--- config.mk ---
export PLATFORM = sky130hd
export DESIGN_NAME = pfps_top
export DESIGN_NICKNAME = d
export VERILOG_FILES = /design/src/pfps_pkg.sv /design/src/pfps_sync.sv /design/src/pfps_top.sv
export SDC_FILE = /design/constraint.sdc
export NUM_CORES = 1
export LEC_CHECK = 0
export BUFFER_PORTS_ARGS = -buffer_cell sky130_fd_sc_hd__buf_2
export CAP_MARGIN = 20
export CORE_UTILIZATION = 45
export DETAILED_ROUTE_END_ITERATION = 6
export PLACE_DENSITY_LB_ADDON = 0.12
export SLEW_MARGIN = 20
export SYNTH_ARGS = -nofsm -noshare
export SYNTH_HDL_FRONTEND = slang
export SYNTH_HIERARCHICAL = 1
export SYNTH_SLANG_ARGS = --single-unit
--- constraint.sdc ---
create_clock -name clk -period 1.79 [get_ports clk]
set_clock_uncertainty 0.2 [all_clocks]
set_input_delay 0.358 -clock clk [delete_from_list [all_inputs] [get_ports clk]]
set_output_delay 0.358 -clock clk [all_outputs]
set_load 0.01 [all_outputs]
--- src/pfps_pkg.sv ---
package pfps_pkg;

	// ------------------------------------------------------------
	// Register offsets
	// ------------------------------------------------------------
	localparam logic [7:0] OFS_TMR3_MODE = 8'h00;
	localparam logic [7:0] OFS_TMR3_IOCTL = 8'h01;
	localparam logic [7:0] OFS_TMR3_CTRL = 8'h02;
	localparam logic [7:0] OFS_PULSE_EN = 8'h03;
	localparam logic [7:0] OFS_PULSE_NEXT = 8'h04;
	localparam logic [7:0] OFS_PULSE_OUT = 8'h05;
	localparam logic [7:0] OFS_P2_DIR = 8'h06;
	localparam logic [7:0] OFS_P2_DATA = 8'h07;
	localparam logic [7:0] OFS_P6_DIR = 8'h08;
	localparam logic [7:0] OFS_P6_DATA = 8'h09;
	localparam logic [7:0] OFS_DMA_END = 8'h0A;
	localparam logic [7:0] OFS_PIN_STAT = 8'h0B;

	// ------------------------------------------------------------
	// Field positions and codes
	// ------------------------------------------------------------
	localparam int P21_BIT = 1;
	localparam int END0_EN_BIT = 0;
	localparam int END1_EN_BIT = 1;
	localparam logic [3:0] MODE_NORMAL = 4'h0;
	localparam logic [3:0] MODE_PWM2 = 4'h3;
	localparam logic [2:0] CLR_BY_OWN_B = 3'h2;
	localparam logic [1:0] IOB_CAPTURE_HI = 2'h2;
	localparam logic [2:0] OPMODE_EXT_LO = 3'h4;
	localparam logic [2:0] OPMODE_EXT_HI = 3'h6;

	// ------------------------------------------------------------
	// Values after reset
	// ------------------------------------------------------------
	localparam logic [7:0] RST_REG8 = 8'h00;
	localparam logic [3:0] RST_REG4 = 4'h0;
	localparam logic [2:0] RST_REG3 = 3'h0;
	localparam logic [1:0] RST_REG2 = 2'h0;
	localparam int SYNC_STAGES = 2;

	// ------------------------------------------------------------
	// Types
	// ------------------------------------------------------------
	typedef enum logic [3:0] {
		PFPS_FN_PORT_IN = 4'b0001,
		PFPS_FN_PORT_OUT = 4'b0010,
		PFPS_FN_PULSE = 4'b0100,
		PFPS_FN_TIMER = 4'b1000
	} pfps_p21_fn_t;

	typedef struct packed {
		logic [3:0] mode;
		logic [3:0] b_io;
		logic [2:0] clr;
	} pfps_tmr_cfg_t;

	typedef struct packed {
		logic out;
		logic oe;
	} pfps_pin_t;

	typedef struct packed {
		logic [3:0] out;
		logic [3:0] oe;
	} pfps_pin6_t;

endpackage

--- src/pfps_sync.sv ---
`timescale 1ns/1ps
module pfps_sync import pfps_pkg::*; #(
	parameter int WIDTH = 1
) (
	// Clock, reset, enable
	input wire logic clk,
	input wire logic nrst,
	input wire logic ce,
	// Data
	input wire logic [WIDTH-1:0] d,
	output logic [WIDTH-1:0] q
);

	logic [WIDTH-1:0] s1_reg;
	logic [WIDTH-1:0] q_reg;
	logic [WIDTH-1:0] s1_next;
	logic [WIDTH-1:0] q_next;

	generate
		if (WIDTH < 1) begin : g_chk
			$error("pfps_sync width must be at least one");
		end
	endgenerate

	// Two stages; first stage only feeds the second
	always_comb begin
		s1_next = ce ? d : s1_reg;
		q_next = ce ? s1_reg : q_reg;
	end

	always_ff @(posedge clk or negedge nrst) begin
		if (!nrst) begin
			s1_reg <= '0;
			q_reg <= '0;
		end else begin
			s1_reg <= s1_next;
			q_reg <= q_next;
		end
	end

	assign q = q_reg;

endmodule

--- src/pfps_top.sv ---
`timescale 1ns/1ps
//
// Contract
// - P21 function from timer, pulse, direction
// - Normal-mode compare codes give timer output
// - PWM mode 2 output unless I/O code xx00 or clear 010
// - Otherwise direction and pulse enable pick
// - Capture input in normal mode, code 10xx
// - Timer output beats pulse output
// - Next data transfers into pulse-enabled bits on each trigger while ce is high
//
module pfps_top import pfps_pkg::*; #(
	parameter int ADDR_W = 8,
	parameter int DATA_W = 8
) (
	// Clock, reset, enable
	input wire logic clk,
	input wire logic nrst,
	input wire logic ce,
	// Register port
	input wire logic [ADDR_W-1:0] addr,
	input wire logic [DATA_W-1:0] wdata,
	input wire logic wr,
	input wire logic rd,
	output logic [DATA_W-1:0] rdata,
	// Operating mode strap pins
	input wire logic [2:0] opmode_pin,
	// Timer channel 3 and pulse trigger (same clock)
	input wire logic timer3_b_out,
	input wire logic pulse_trigger,
	output logic timer3_capture_b,
	// DMA and bus controller (same clock)
	input wire logic dma0_end,
	input wire logic dma1_end,
	input wire logic chip_select_four_n,
	input wire logic chip_select_five_n,
	output logic dma0_request,
	output logic dma1_request,
	// Port 2 bit 1 pin
	input wire logic p21_in,
	output pfps_pin_t p21,
	// Port 6 bits 3..0 pins
	input wire logic [3:0] p6_in,
	output pfps_pin6_t p6
);

	generate
		if (DATA_W != 8 || ADDR_W < 8) begin : g_chk
			$error("pfps_top needs 8-bit data and 8+ address bits");
		end
	endgenerate

	// ------------------------------------------------------------
	// Functions
	// ------------------------------------------------------------
	// Timer owns the pin for output
	function automatic logic tmr_owns(input pfps_tmr_cfg_t c);
		logic r;
		r = 1'b0;
		if (c.mode == MODE_NORMAL) begin
			r = !c.b_io[3] && (c.b_io[1:0] != 2'h0);
		end else if (c.mode == MODE_PWM2) begin
			r = (c.b_io[1:0] != 2'h0) && (c.clr != CLR_BY_OWN_B);
		end
		return r;
	endfunction

	// Port 2 bit 1 function
	function automatic pfps_p21_fn_t p21_fn(input pfps_tmr_cfg_t c,
			input logic dir, input logic pen);
		pfps_p21_fn_t f;
		if (tmr_owns(c)) begin
			f = PFPS_FN_TIMER;
		end else if (!dir) begin
			f = PFPS_FN_PORT_IN;
		end else if (!pen) begin
			f = PFPS_FN_PORT_OUT;
		end else begin
			f = PFPS_FN_PULSE;
		end
		return f;
	endfunction

	// Modes 4 to 6 route chip selects
	function automatic logic ext_mode(input logic [2:0] m);
		return (m >= OPMODE_EXT_LO) && (m <= OPMODE_EXT_HI);
	endfunction

	// ------------------------------------------------------------
	// Pin synchronisers
	// ------------------------------------------------------------
	logic [7:0] pin_raw;
	logic [7:0] pin_sync;
	assign pin_raw = {opmode_pin, p6_in, p21_in};

	pfps_sync #(.WIDTH(8)) u_sync (
		.clk(clk),
		.nrst(nrst),
		.ce(ce),
		.d(pin_raw),
		.q(pin_sync)
	);

	logic p21_s;
	logic [3:0] p6_s;
	logic [2:0] opmode_s;
	assign p21_s = pin_sync[0];
	assign p6_s = pin_sync[4:1];
	assign opmode_s = pin_sync[7:5];

	// ------------------------------------------------------------
	// Control registers
	// ------------------------------------------------------------
	pfps_tmr_cfg_t tcfg_reg, tcfg_next;
	logic [7:0] pulse_enable_low_reg, pulse_enable_low_next;
	logic [7:0] pulse_next_data_reg, pulse_next_data_next;
	logic [7:0] pulse_output_data_reg, pulse_output_data_next;
	logic [7:0] p2_dir_reg, p2_dir_next;
	logic [7:0] p2_data_reg, p2_data_next;
	logic [3:0] p6_dir_reg, p6_dir_next;
	logic [3:0] p6_data_reg, p6_data_next;
	logic [1:0] dma_end_control_reg, dma_end_control_next;
	logic wen;

	assign wen = ce && wr;

	// Register writes and pulse data transfer
	always_comb begin
		tcfg_next = tcfg_reg;
		pulse_enable_low_next = pulse_enable_low_reg;
		pulse_next_data_next = pulse_next_data_reg;
		pulse_output_data_next = pulse_output_data_reg;
		p2_dir_next = p2_dir_reg;
		p2_data_next = p2_data_reg;
		p6_dir_next = p6_dir_reg;
		p6_data_next = p6_data_reg;
		dma_end_control_next = dma_end_control_reg;
		if (wen) begin
			case (addr[7:0])
				OFS_TMR3_MODE: tcfg_next.mode = wdata[3:0];
				OFS_TMR3_IOCTL: tcfg_next.b_io = wdata[3:0];
				OFS_TMR3_CTRL: tcfg_next.clr = wdata[2:0];
				OFS_PULSE_EN: pulse_enable_low_next = wdata;
				OFS_PULSE_NEXT: pulse_next_data_next = wdata;
				OFS_PULSE_OUT: pulse_output_data_next = wdata;
				OFS_P2_DIR: p2_dir_next = wdata;
				OFS_P2_DATA: p2_data_next = wdata;
				OFS_P6_DIR: p6_dir_next = wdata[3:0];
				OFS_P6_DATA: p6_data_next = wdata[3:0];
				OFS_DMA_END: dma_end_control_next = wdata[1:0];
				default: ;
			endcase
		end
		// Trigger wins over a same-cycle write in enabled bits; pin use is ignored
		if (ce && pulse_trigger) begin
			pulse_output_data_next = (pulse_output_data_next &
				~pulse_enable_low_reg) |
				(pulse_next_data_reg & pulse_enable_low_reg);
		end
	end

	always_ff @(posedge clk or negedge nrst) begin
		if (!nrst) begin
			tcfg_reg <= '{mode: RST_REG4, b_io: RST_REG4, clr: RST_REG3};
			pulse_enable_low_reg <= RST_REG8;
			pulse_next_data_reg <= RST_REG8;
			pulse_output_data_reg <= RST_REG8;
			p2_dir_reg <= RST_REG8;
			p2_data_reg <= RST_REG8;
			p6_dir_reg <= RST_REG4;
			p6_data_reg <= RST_REG4;
			dma_end_control_reg <= RST_REG2;
		end else begin
			tcfg_reg <= tcfg_next;
			pulse_enable_low_reg <= pulse_enable_low_next;
			pulse_next_data_reg <= pulse_next_data_next;
			pulse_output_data_reg <= pulse_output_data_next;
			p2_dir_reg <= p2_dir_next;
			p2_data_reg <= p2_data_next;
			p6_dir_reg <= p6_dir_next;
			p6_data_reg <= p6_data_next;
			dma_end_control_reg <= dma_end_control_next;
		end
	end

	// ------------------------------------------------------------
	// Pin function selection
	// ------------------------------------------------------------
	pfps_p21_fn_t fn_now;
	logic capture_sel;
	logic end0_en;
	logic end1_en;
	logic ext_now;
	pfps_pin_t p21_reg, p21_next;
	pfps_pin6_t p6_reg, p6_next;
	logic capture_reg, capture_next;
	logic req0_reg, req0_next;
	logic req1_reg, req1_next;

	assign fn_now = p21_fn(tcfg_reg, p2_dir_reg[P21_BIT],
		pulse_enable_low_reg[P21_BIT]);
	assign capture_sel = (tcfg_reg.mode == MODE_NORMAL) &&
		(tcfg_reg.b_io[3:2] == IOB_CAPTURE_HI);
	assign end0_en = dma_end_control_reg[END0_EN_BIT];
	assign end1_en = dma_end_control_reg[END1_EN_BIT];
	assign ext_now = ext_mode(opmode_s);

	// Next pin drive, capture and request levels
	always_comb begin
		p21_next = p21_reg;
		p6_next = p6_reg;
		capture_next = capture_reg;
		req0_next = req0_reg;
		req1_next = req1_reg;
		if (ce) begin
			case (fn_now)
				PFPS_FN_TIMER: p21_next = '{out: timer3_b_out, oe: 1'b1};
				PFPS_FN_PULSE: p21_next = '{
					out: pulse_output_data_reg[P21_BIT], oe: 1'b1};
				PFPS_FN_PORT_OUT: p21_next = '{
					out: p2_data_reg[P21_BIT], oe: 1'b1};
				default: p21_next = '{out: 1'b0, oe: 1'b0};
			endcase
			// Capture runs beside port input
			capture_next = capture_sel ? p21_s : 1'b0;
			// Bit 3: end output or port
			if (end1_en) begin
				p6_next.out[3] = !dma1_end;
				p6_next.oe[3] = 1'b1;
			end else begin
				p6_next.out[3] = p6_data_reg[3];
				p6_next.oe[3] = p6_dir_reg[3];
			end
			// Bit 2: port only, request fed below
			p6_next.out[2] = p6_data_reg[2];
			p6_next.oe[2] = p6_dir_reg[2];
			// Bit 1: end output, chip select or port
			if (end0_en) begin
				p6_next.out[1] = !dma0_end;
				p6_next.oe[1] = 1'b1;
			end else begin
				p6_next.out[1] = ext_now ? chip_select_five_n :
					p6_data_reg[1];
				p6_next.oe[1] = p6_dir_reg[1];
			end
			// Bit 0: chip select or port
			p6_next.out[0] = ext_now ? chip_select_four_n :
				p6_data_reg[0];
			p6_next.oe[0] = p6_dir_reg[0];
			req0_next = p6_s[0];
			req1_next = p6_s[2];
		end
	end

	always_ff @(posedge clk or negedge nrst) begin
		if (!nrst) begin
			p21_reg <= '{out: 1'b0, oe: 1'b0};
			p6_reg <= '{out: 4'h0, oe: 4'h0};
			capture_reg <= 1'b0;
			req0_reg <= 1'b0;
			req1_reg <= 1'b0;
		end else begin
			p21_reg <= p21_next;
			p6_reg <= p6_next;
			capture_reg <= capture_next;
			req0_reg <= req0_next;
			req1_reg <= req1_next;
		end
	end

	assign p21 = p21_reg;
	assign p6 = p6_reg;
	assign timer3_capture_b = capture_reg;
	assign dma0_request = req0_reg;
	assign dma1_request = req1_reg;

	// ------------------------------------------------------------
	// Read port
	// ------------------------------------------------------------
	logic [7:0] rdata_reg, rdata_next;

	// Read data one cycle after the strobe, held while ce is low, else zero
	always_comb begin
		rdata_next = 8'h00;
		if (ce && rd) begin
			case (addr[7:0])
				OFS_TMR3_MODE: rdata_next = {4'h0, tcfg_reg.mode};
				OFS_TMR3_IOCTL: rdata_next = {4'h0, tcfg_reg.b_io};
				OFS_TMR3_CTRL: rdata_next = {5'h00, tcfg_reg.clr};
				OFS_PULSE_EN: rdata_next = pulse_enable_low_reg;
				OFS_PULSE_NEXT: rdata_next = pulse_next_data_reg;
				OFS_PULSE_OUT: rdata_next = pulse_output_data_reg;
				OFS_P2_DIR: rdata_next = p2_dir_reg;
				OFS_P2_DATA: rdata_next = p2_data_reg;
				OFS_P6_DIR: rdata_next = {4'h0, p6_dir_reg};
				OFS_P6_DATA: rdata_next = {4'h0, p6_data_reg};
				OFS_DMA_END: rdata_next = {6'h00, dma_end_control_reg};
				OFS_PIN_STAT: rdata_next = {fn_now[3:1], p6_s, p21_s};
				default: rdata_next = 8'h00;
			endcase
		end else if (!ce) begin
			rdata_next = rdata_reg;
		end
	end

	always_ff @(posedge clk or negedge nrst) begin
		if (!nrst) begin
			rdata_reg <= 8'h00;
		end else begin
			rdata_reg <= rdata_next;
		end
	end

	assign rdata = rdata_reg;

	// ------------------------------------------------------------
	// Assertions
	// ------------------------------------------------------------
	a_cmp_out_pin: assert property (@(posedge clk) disable iff (!nrst)
		ce && tcfg_reg.mode == 4'h0 && !tcfg_reg.b_io[3] &&
		tcfg_reg.b_io[1:0] != 2'h0 |=> p21.oe &&
		p21.out == $past(timer3_b_out))
		else $error("compare output not on pin");
	a_pwm2_out_pin: assert property (@(posedge clk) disable iff (!nrst)
		ce && tcfg_reg.mode == 4'h3 && tcfg_reg.b_io[1:0] != 2'h0 &&
		tcfg_reg.clr != 3'h2 |=> p21.oe && p21.out == $past(timer3_b_out))
		else $error("pwm2 output not on pin");
	a_pwm2_clear_falls: assert property (@(posedge clk)
		disable iff (!nrst)
		ce && tcfg_reg.mode == 4'h3 && tcfg_reg.clr == 3'h2 &&
		!p2_dir_reg[1] |=> !p21.oe)
		else $error("pwm2 with clear 010 still drives");
	a_port_in_float: assert property (@(posedge clk) disable iff (!nrst)
		ce && !tmr_owns(tcfg_reg) && !p2_dir_reg[1] |=> !p21.oe)
		else $error("port input drives pin");
	a_pulse_on_pin: assert property (@(posedge clk) disable iff (!nrst)
		ce && !tmr_owns(tcfg_reg) && p2_dir_reg[1] &&
		pulse_enable_low_reg[1] |=> p21.oe &&
		p21.out == $past(pulse_output_data_reg[1]))
		else $error("pulse output missing");
	a_timer_over_pulse: assert property (@(posedge clk)
		disable iff (!nrst)
		ce && tmr_owns(tcfg_reg) && p2_dir_reg[1] &&
		pulse_enable_low_reg[1] |=> p21.out == $past(timer3_b_out))
		else $error("pulse output beat timer");
	a_capture_feed: assert property (@(posedge clk) disable iff (!nrst)
		ce && tcfg_reg.mode == 4'h0 && tcfg_reg.b_io[3:2] == 2'h2
		|=> timer3_capture_b == $past(p21_s))
		else $error("capture input not fed");
	a_pulse_xfer: assert property (@(posedge clk) disable iff (!nrst)
		ce && pulse_trigger && pulse_enable_low_reg[1] && tmr_owns(tcfg_reg)
		|=> pulse_output_data_reg[1] == $past(pulse_next_data_reg[1]))
		else $error("next data not transferred");
	a_tend_select: assert property (@(posedge clk) disable iff (!nrst)
		ce && dma_end_control_reg[1] ##1 ce && dma_end_control_reg[1]
		|=> p6.oe[3] && p6.out[3] == !$past(dma1_end))
		else $error("transfer end not on pin");
	a_req_feed: assert property (@(posedge clk) disable iff (!nrst)
		ce && p6_dir_reg[0] |=> dma0_request == $past(p6_s[0]) &&
		dma1_request == $past(p6_s[2]))
		else $error("request pin not fed");

endmodule

### Word-level counts from Yosys, hierarchy flattened

Cells that the tools add are included.

| word-level totals | value |
|---|---|
| bits in registers | 98 |
| output and inout port bits | 21 |
| latch bits | 0 |
| bits in read-only memories | 0 |
| memories kept | 0 |
| memory bits (writable) | 0 |
| input port bits | 35 |
| word-level logic and storage cells | 87 |

| cells by class | value |
|---|---|
| add/sub/neg operators | 0 |
| magnitude comparators | 2 |
| eq/ne operators | 17 |
| bitwise gates (word level) | 4 |
| shifts and indexed selects | 0 |
| div/mod/pow operators | 0 |
| muxes and demuxes | 19 |
| $mul | 0 |
| reduce and logical (&&, ||, !) cells | 24 |

Operator list:

| cell | count |
|---|---|
| one-hot mux 8 bit (12 select lines) | 1 |
| two-way mux 8 bit | 5 |
| equality test 8 x 3 -> 1 bit (second input constant) | 4 |
| equality test 8 x 4 -> 1 bit (second input constant) | 4 |
| AND reduction 2 bit | 10 |
| bitwise AND 8 bit | 2 |
| equality test 8 x 2 -> 1 bit (second input constant) | 2 |
| two-way mux 1 bit | 9 |
| equality test 4 x 2 -> 1 bit (second input constant) | 2 |
| equality test 8 x 1 -> 1 bit (second input constant) | 1 |
| zero test 8 bit | 1 |
| NOT 8 bit | 1 |
| bitwise OR 8 bit | 1 |
| logical AND 1 bit | 7 |
| two-way mux 3 bit | 2 |
| one-hot mux 2 bit (3 select lines) | 1 |
| equality test 4 x 3 -> 1 bit (second input constant) | 1 |
| equality test 4 bit (second input constant) | 1 |
| zero test 4 bit | 1 |
| two-way mux 4 bit | 1 |
| nonzero test 2 bit | 2 |
| >= comparator 3 bit (second input constant) | 1 |
| <= comparator 3 bit (second input constant) | 1 |
| zero test 1 bit | 3 |
| 2 further kinds | 2 |

### Depth between registers and ports, before layout

| depth | value |
|---|---|
| depth in word-level cells | 7 |
| gate-level depth with buffers | 7 |
| mapped depth without buffers | 5 |

### Hierarchy

The synthesis kept the hierarchy.

Modules (own cells, without submodules):

| module | area each (um^2) | seq. area each (um^2) | times used | cells an instance |
|---|---|---|---|---|
| pfps_top | 4070.2 | 2052.0 | 1 | 350 |
| pfps_sync | 649.4 | 400.4 | 1 | 34 |

### Worst setup path after synthesis

No wires, ideal clock.

| timing path | value |
|---|---|
| path type | input -> register |
| start | input addr[5] |
| end | register tcfg_reg[3] (netlist name) |
| path buffers | 1 |
| stages | 4 |
| arrival | 1.814 ns |
| library setup time | 0.125 ns |
| slack | -0.349 ns |
| data required time | 1.465 ns |
| cell sequence | or4_4 or4_1 buf_2 mux2_4 |

| between the ends | value |
|---|---|
| longest elaborated chain between the ends | 2 |

RTL lines:

| element | RTL line | text |
|---|---|---|
| start, declared | pfps_top.sv:21 | `input wire logic [ADDR_W-1:0] addr,` |
| equality test 8 x 1 -> 1 bit | pfps_top.sv:139 | `case (addr[7:0])` |
| AND reduction 2 bit (no source line) | - |  |
| end signal, assigned | pfps_top.sv:164 | `tcfg_reg <= '{mode: RST_REG4, b_io: RST_REG4, clr: RST_REG3};` |
| end signal, assigned | pfps_top.sv:174 | `tcfg_reg <= tcfg_next;` |
| end, declared | pfps_top.sv:114 | `pfps_tmr_cfg_t tcfg_reg, tcfg_next;` |

No other way between the ends.
A chain may end at the register's enable or synchronous reset.

### Final worst setup path

| timing path | value |
|---|---|
| start | input addr[5] |
| end | register tcfg_reg[4] (netlist name) |

Same word-level chain as after synthesis.

==> reports/summary.txt <==
most instantiated library cell after synthesis: dfrtp_1
cell accounting for the most synthesized area: dfrtp_1
register area share after synthesis: 52.0%
Final Wtd Congestion: 0.911
Final Power: 0.00452 W
outcome: finished clean
fin. max-slew vios: 0
Worst EP required: 1.87 ns
DRT Wirelength: 11900 um
Largest register FFs: 11
crit path launch type: input port
Critical Path, Cell by Cell: buf_2, or4_4, or4_4, mux2_4
Mapped Nets: 419
power density over the cells: 742 nW/um^2
number of DRC markers in iteration 0: 175
Total GRT Usage: 23.9%
RSZ-0062 raised after global routing: yes
TritonRoute pass-1 iters: 5
CP peak stage delay: 0.55 ns
final setup fails: 0
CP endpoint kind: register
EDFF count, synth: 0
vias in the first global route: 3623
main flop type after synthesis: dfrtp_1
htree depth: 3
Fill cells: 855
CP max FO: 4
worst setup margin: 0.00609 ns
Post-Synthesis Cells: 384
Ports: 56
Placed Cells: 622
post-synthesis cell type count: 53
effective utilization at floorplan: 46.1%
non-filler cells, final: 652
initial antenna violation count: 0
Final Hold Violating Endpoints: 0
WS Path Type: in -> reg
type of the tightest min-delay check: in -> reg
largest net degree at the start of global routing: 99
die width: 104 um
CTS Root Cell: clkbuf_8
Clock Latency Late Sink: 0.38 ns
max-capacitance violation count: 0
critical path's slowest cell: or4_4
Net count, final: 547
die area: 10900 sq um
Leak: 2.91 nW
Peak Freq: 561 MHz
share of layout cells above drive strength 1: 47.9%
PortBufs: 55
Post-DRT Antenna Nets: 0
post-route minimum period: 1.78 ns
HPWL after DPL: 8550 um
async set-or-reset flop fraction in the synthesized netlist: 100%
Period Utilization, post-route: 99.7%
clock sink count: 98
Synth top cells by count: 98 x dfrtp_1, 63 x mux2_2, 27 x nor2_1, 23 x mux2i_1, 18 x a21oi_1
DRC viols: 0
CP dominant cell by count: or4_4
ant diodes: 0
Synth-to-Final Area Change: 29.1%
Critical Path AT: 1.86 ns
vias per cell: 5.34
Ys Warns: 6
first-pass GRT wire length: 19600 um
synthesized area per cell: 12.3 sq um
DP Worst Slack: -0.399 ns
vias: 3479
Mapped Area: 4720 sq um
setup TNS: 0 ns
Yosys reg bits: 98
Slew headroom: 64.0%
die height: 104 um
Worst-Margin Slew: 0.541 ns
Finished Core Util: 59.6%
Synth top area share: 52.0%
Worst-path clk slew: 0.10 ns
maximum VDD drop: 0.000573 V
CTS tree: yes
clk buf depth: 2
grt ovf: 0
WL/cell: 18.3 um
ranking of synthesized cells by area: dfrtp_1 52%, mux2_2 15%, mux2i_1 4.9%, mux2_4 4.5%, nor2_1 2.1%
Core ar.: 10200 sq um
Cell Rows: 37
TritonCTS Buffers: 9
critical path: cells and delay by family:
kind,cells,cell delay (ns)
muxes,1,0.31
and+or+nand+nor,2,1.08
buffers and inverters,1,0.11
path summary, 6_finish.rpt:
kind | from | endpoint | slack (ns) | cells past startpoint
max | addr[5] | tcfg_reg[4] | 0.006 | 4
min in group asynchronous | nrst | p6[3] | 0.36 | 3
max in group asynchronous | nrst | pulse_next_data_reg[5] | 0.61 | 3
max reg2reg | u_sync/q[6] | p6[5] | 0.16 | 5
min | wdata[4] | p2_dir_reg[4] | 0.06 | 2
min reg2reg | p6[7] | p6[7] | 0.31 | 1
what timing repair did:
item / 4_1_cts / 5_1_grt
hold buffers: 9 / 0
setup buffers: 0 / 6
endpoints found under the hold margin: 106 / 0
resized for setup: 0 / 6
setup endpoints to repair: 0 / 19
per-stage QoR:
| step | area (sq um) | hold slack, ns |
|---|---|---|
| 2_1_floorplan | 4890 | -0.138 |
| 3_3_place_gp | 5740 | 0.260 |
| 3_5_place_dp | 5740 | 0.266 |
| 4_1_cts | 6020 | 0.0412 |
| 5_1_grt | 6090 | 0.0495 |
| 6_report | 6090 | 0.0625 |
layer usage:
metal | global-route usage [%] | share of wire (%) | vias up
li1 | - | - | 1661
met1 | 32.7 | 47 | 1725
met2 | 36.6 | 47 | 81
met3 | 6.77 | 5.0 | 12
met4 | 7.96 | 1.3 | 0
met5 | 0 | 0 | -
cell usage in the layout (no fill, tap or decap), drive strengths merged, types with 2 or more instances in the layout:
master,Yosys,routed
or4,2,2
nor2b,2,2
dlygate4sd3,0,9
inv,9,9
mux2,79,79
nand2,12,12
a21oi,18,18
nor3b,3,3
o2bb2ai,3,3
buf,14,132
nand3,14,14
a31oi,3,3
clkinvlp,0,3
nand3b,2,2
mux2i,23,23
o21ai,11,11
dfrtp,98,98
o21a,2,2
o32ai,2,2
clkbuf,10,11
a22oi,7,7
nor2,28,28
o221ai,3,3
nand4,4,4
mux4,2,2
nand2b,3,3
a32oi,2,2
nor3,11,11
nor4,2,2
logic make-up (layout without fill, tap and decap cells):
kind of cell | count (synthesis) | after routing | synth area share, %
AND/OR/NAND/NOR | 87 | 87 | 10.2
flip-flops | 98 | 98 | 52.0
AO/OA/AOI/OAI | 62 | 62 | 8.80
buffers and inverters | 33 | 165 | 3.23
multiplexers | 104 | 104 | 25.8
power breakdown:
group	leakage (nW)	internal [W]	total (W)	switching, W
clock	0.0877	0.000677	0.00145	0.000777
sequential	1.30	0.00235	0.00244	0.0000910
combinational	1.52	0.000324	0.000627	0.000303
cell type report:
cell class | instances | area, sq um | share of cell area (%)
Clock buffer | 11 | 141 | 2.32
Clock inverter | 4 | 52.6 | 0.862
Inverter | 9 | 33.8 | 0.554
Multi-Input combinational cell | 253 | 2270 | 37.3
Sequential cell | 98 | 2450 | 40.2
Tap cell | 136 | 170 | 2.79
Timing Repair Buffer | 141 | 973 | 16.0
(Power assumes the default switching activity.)
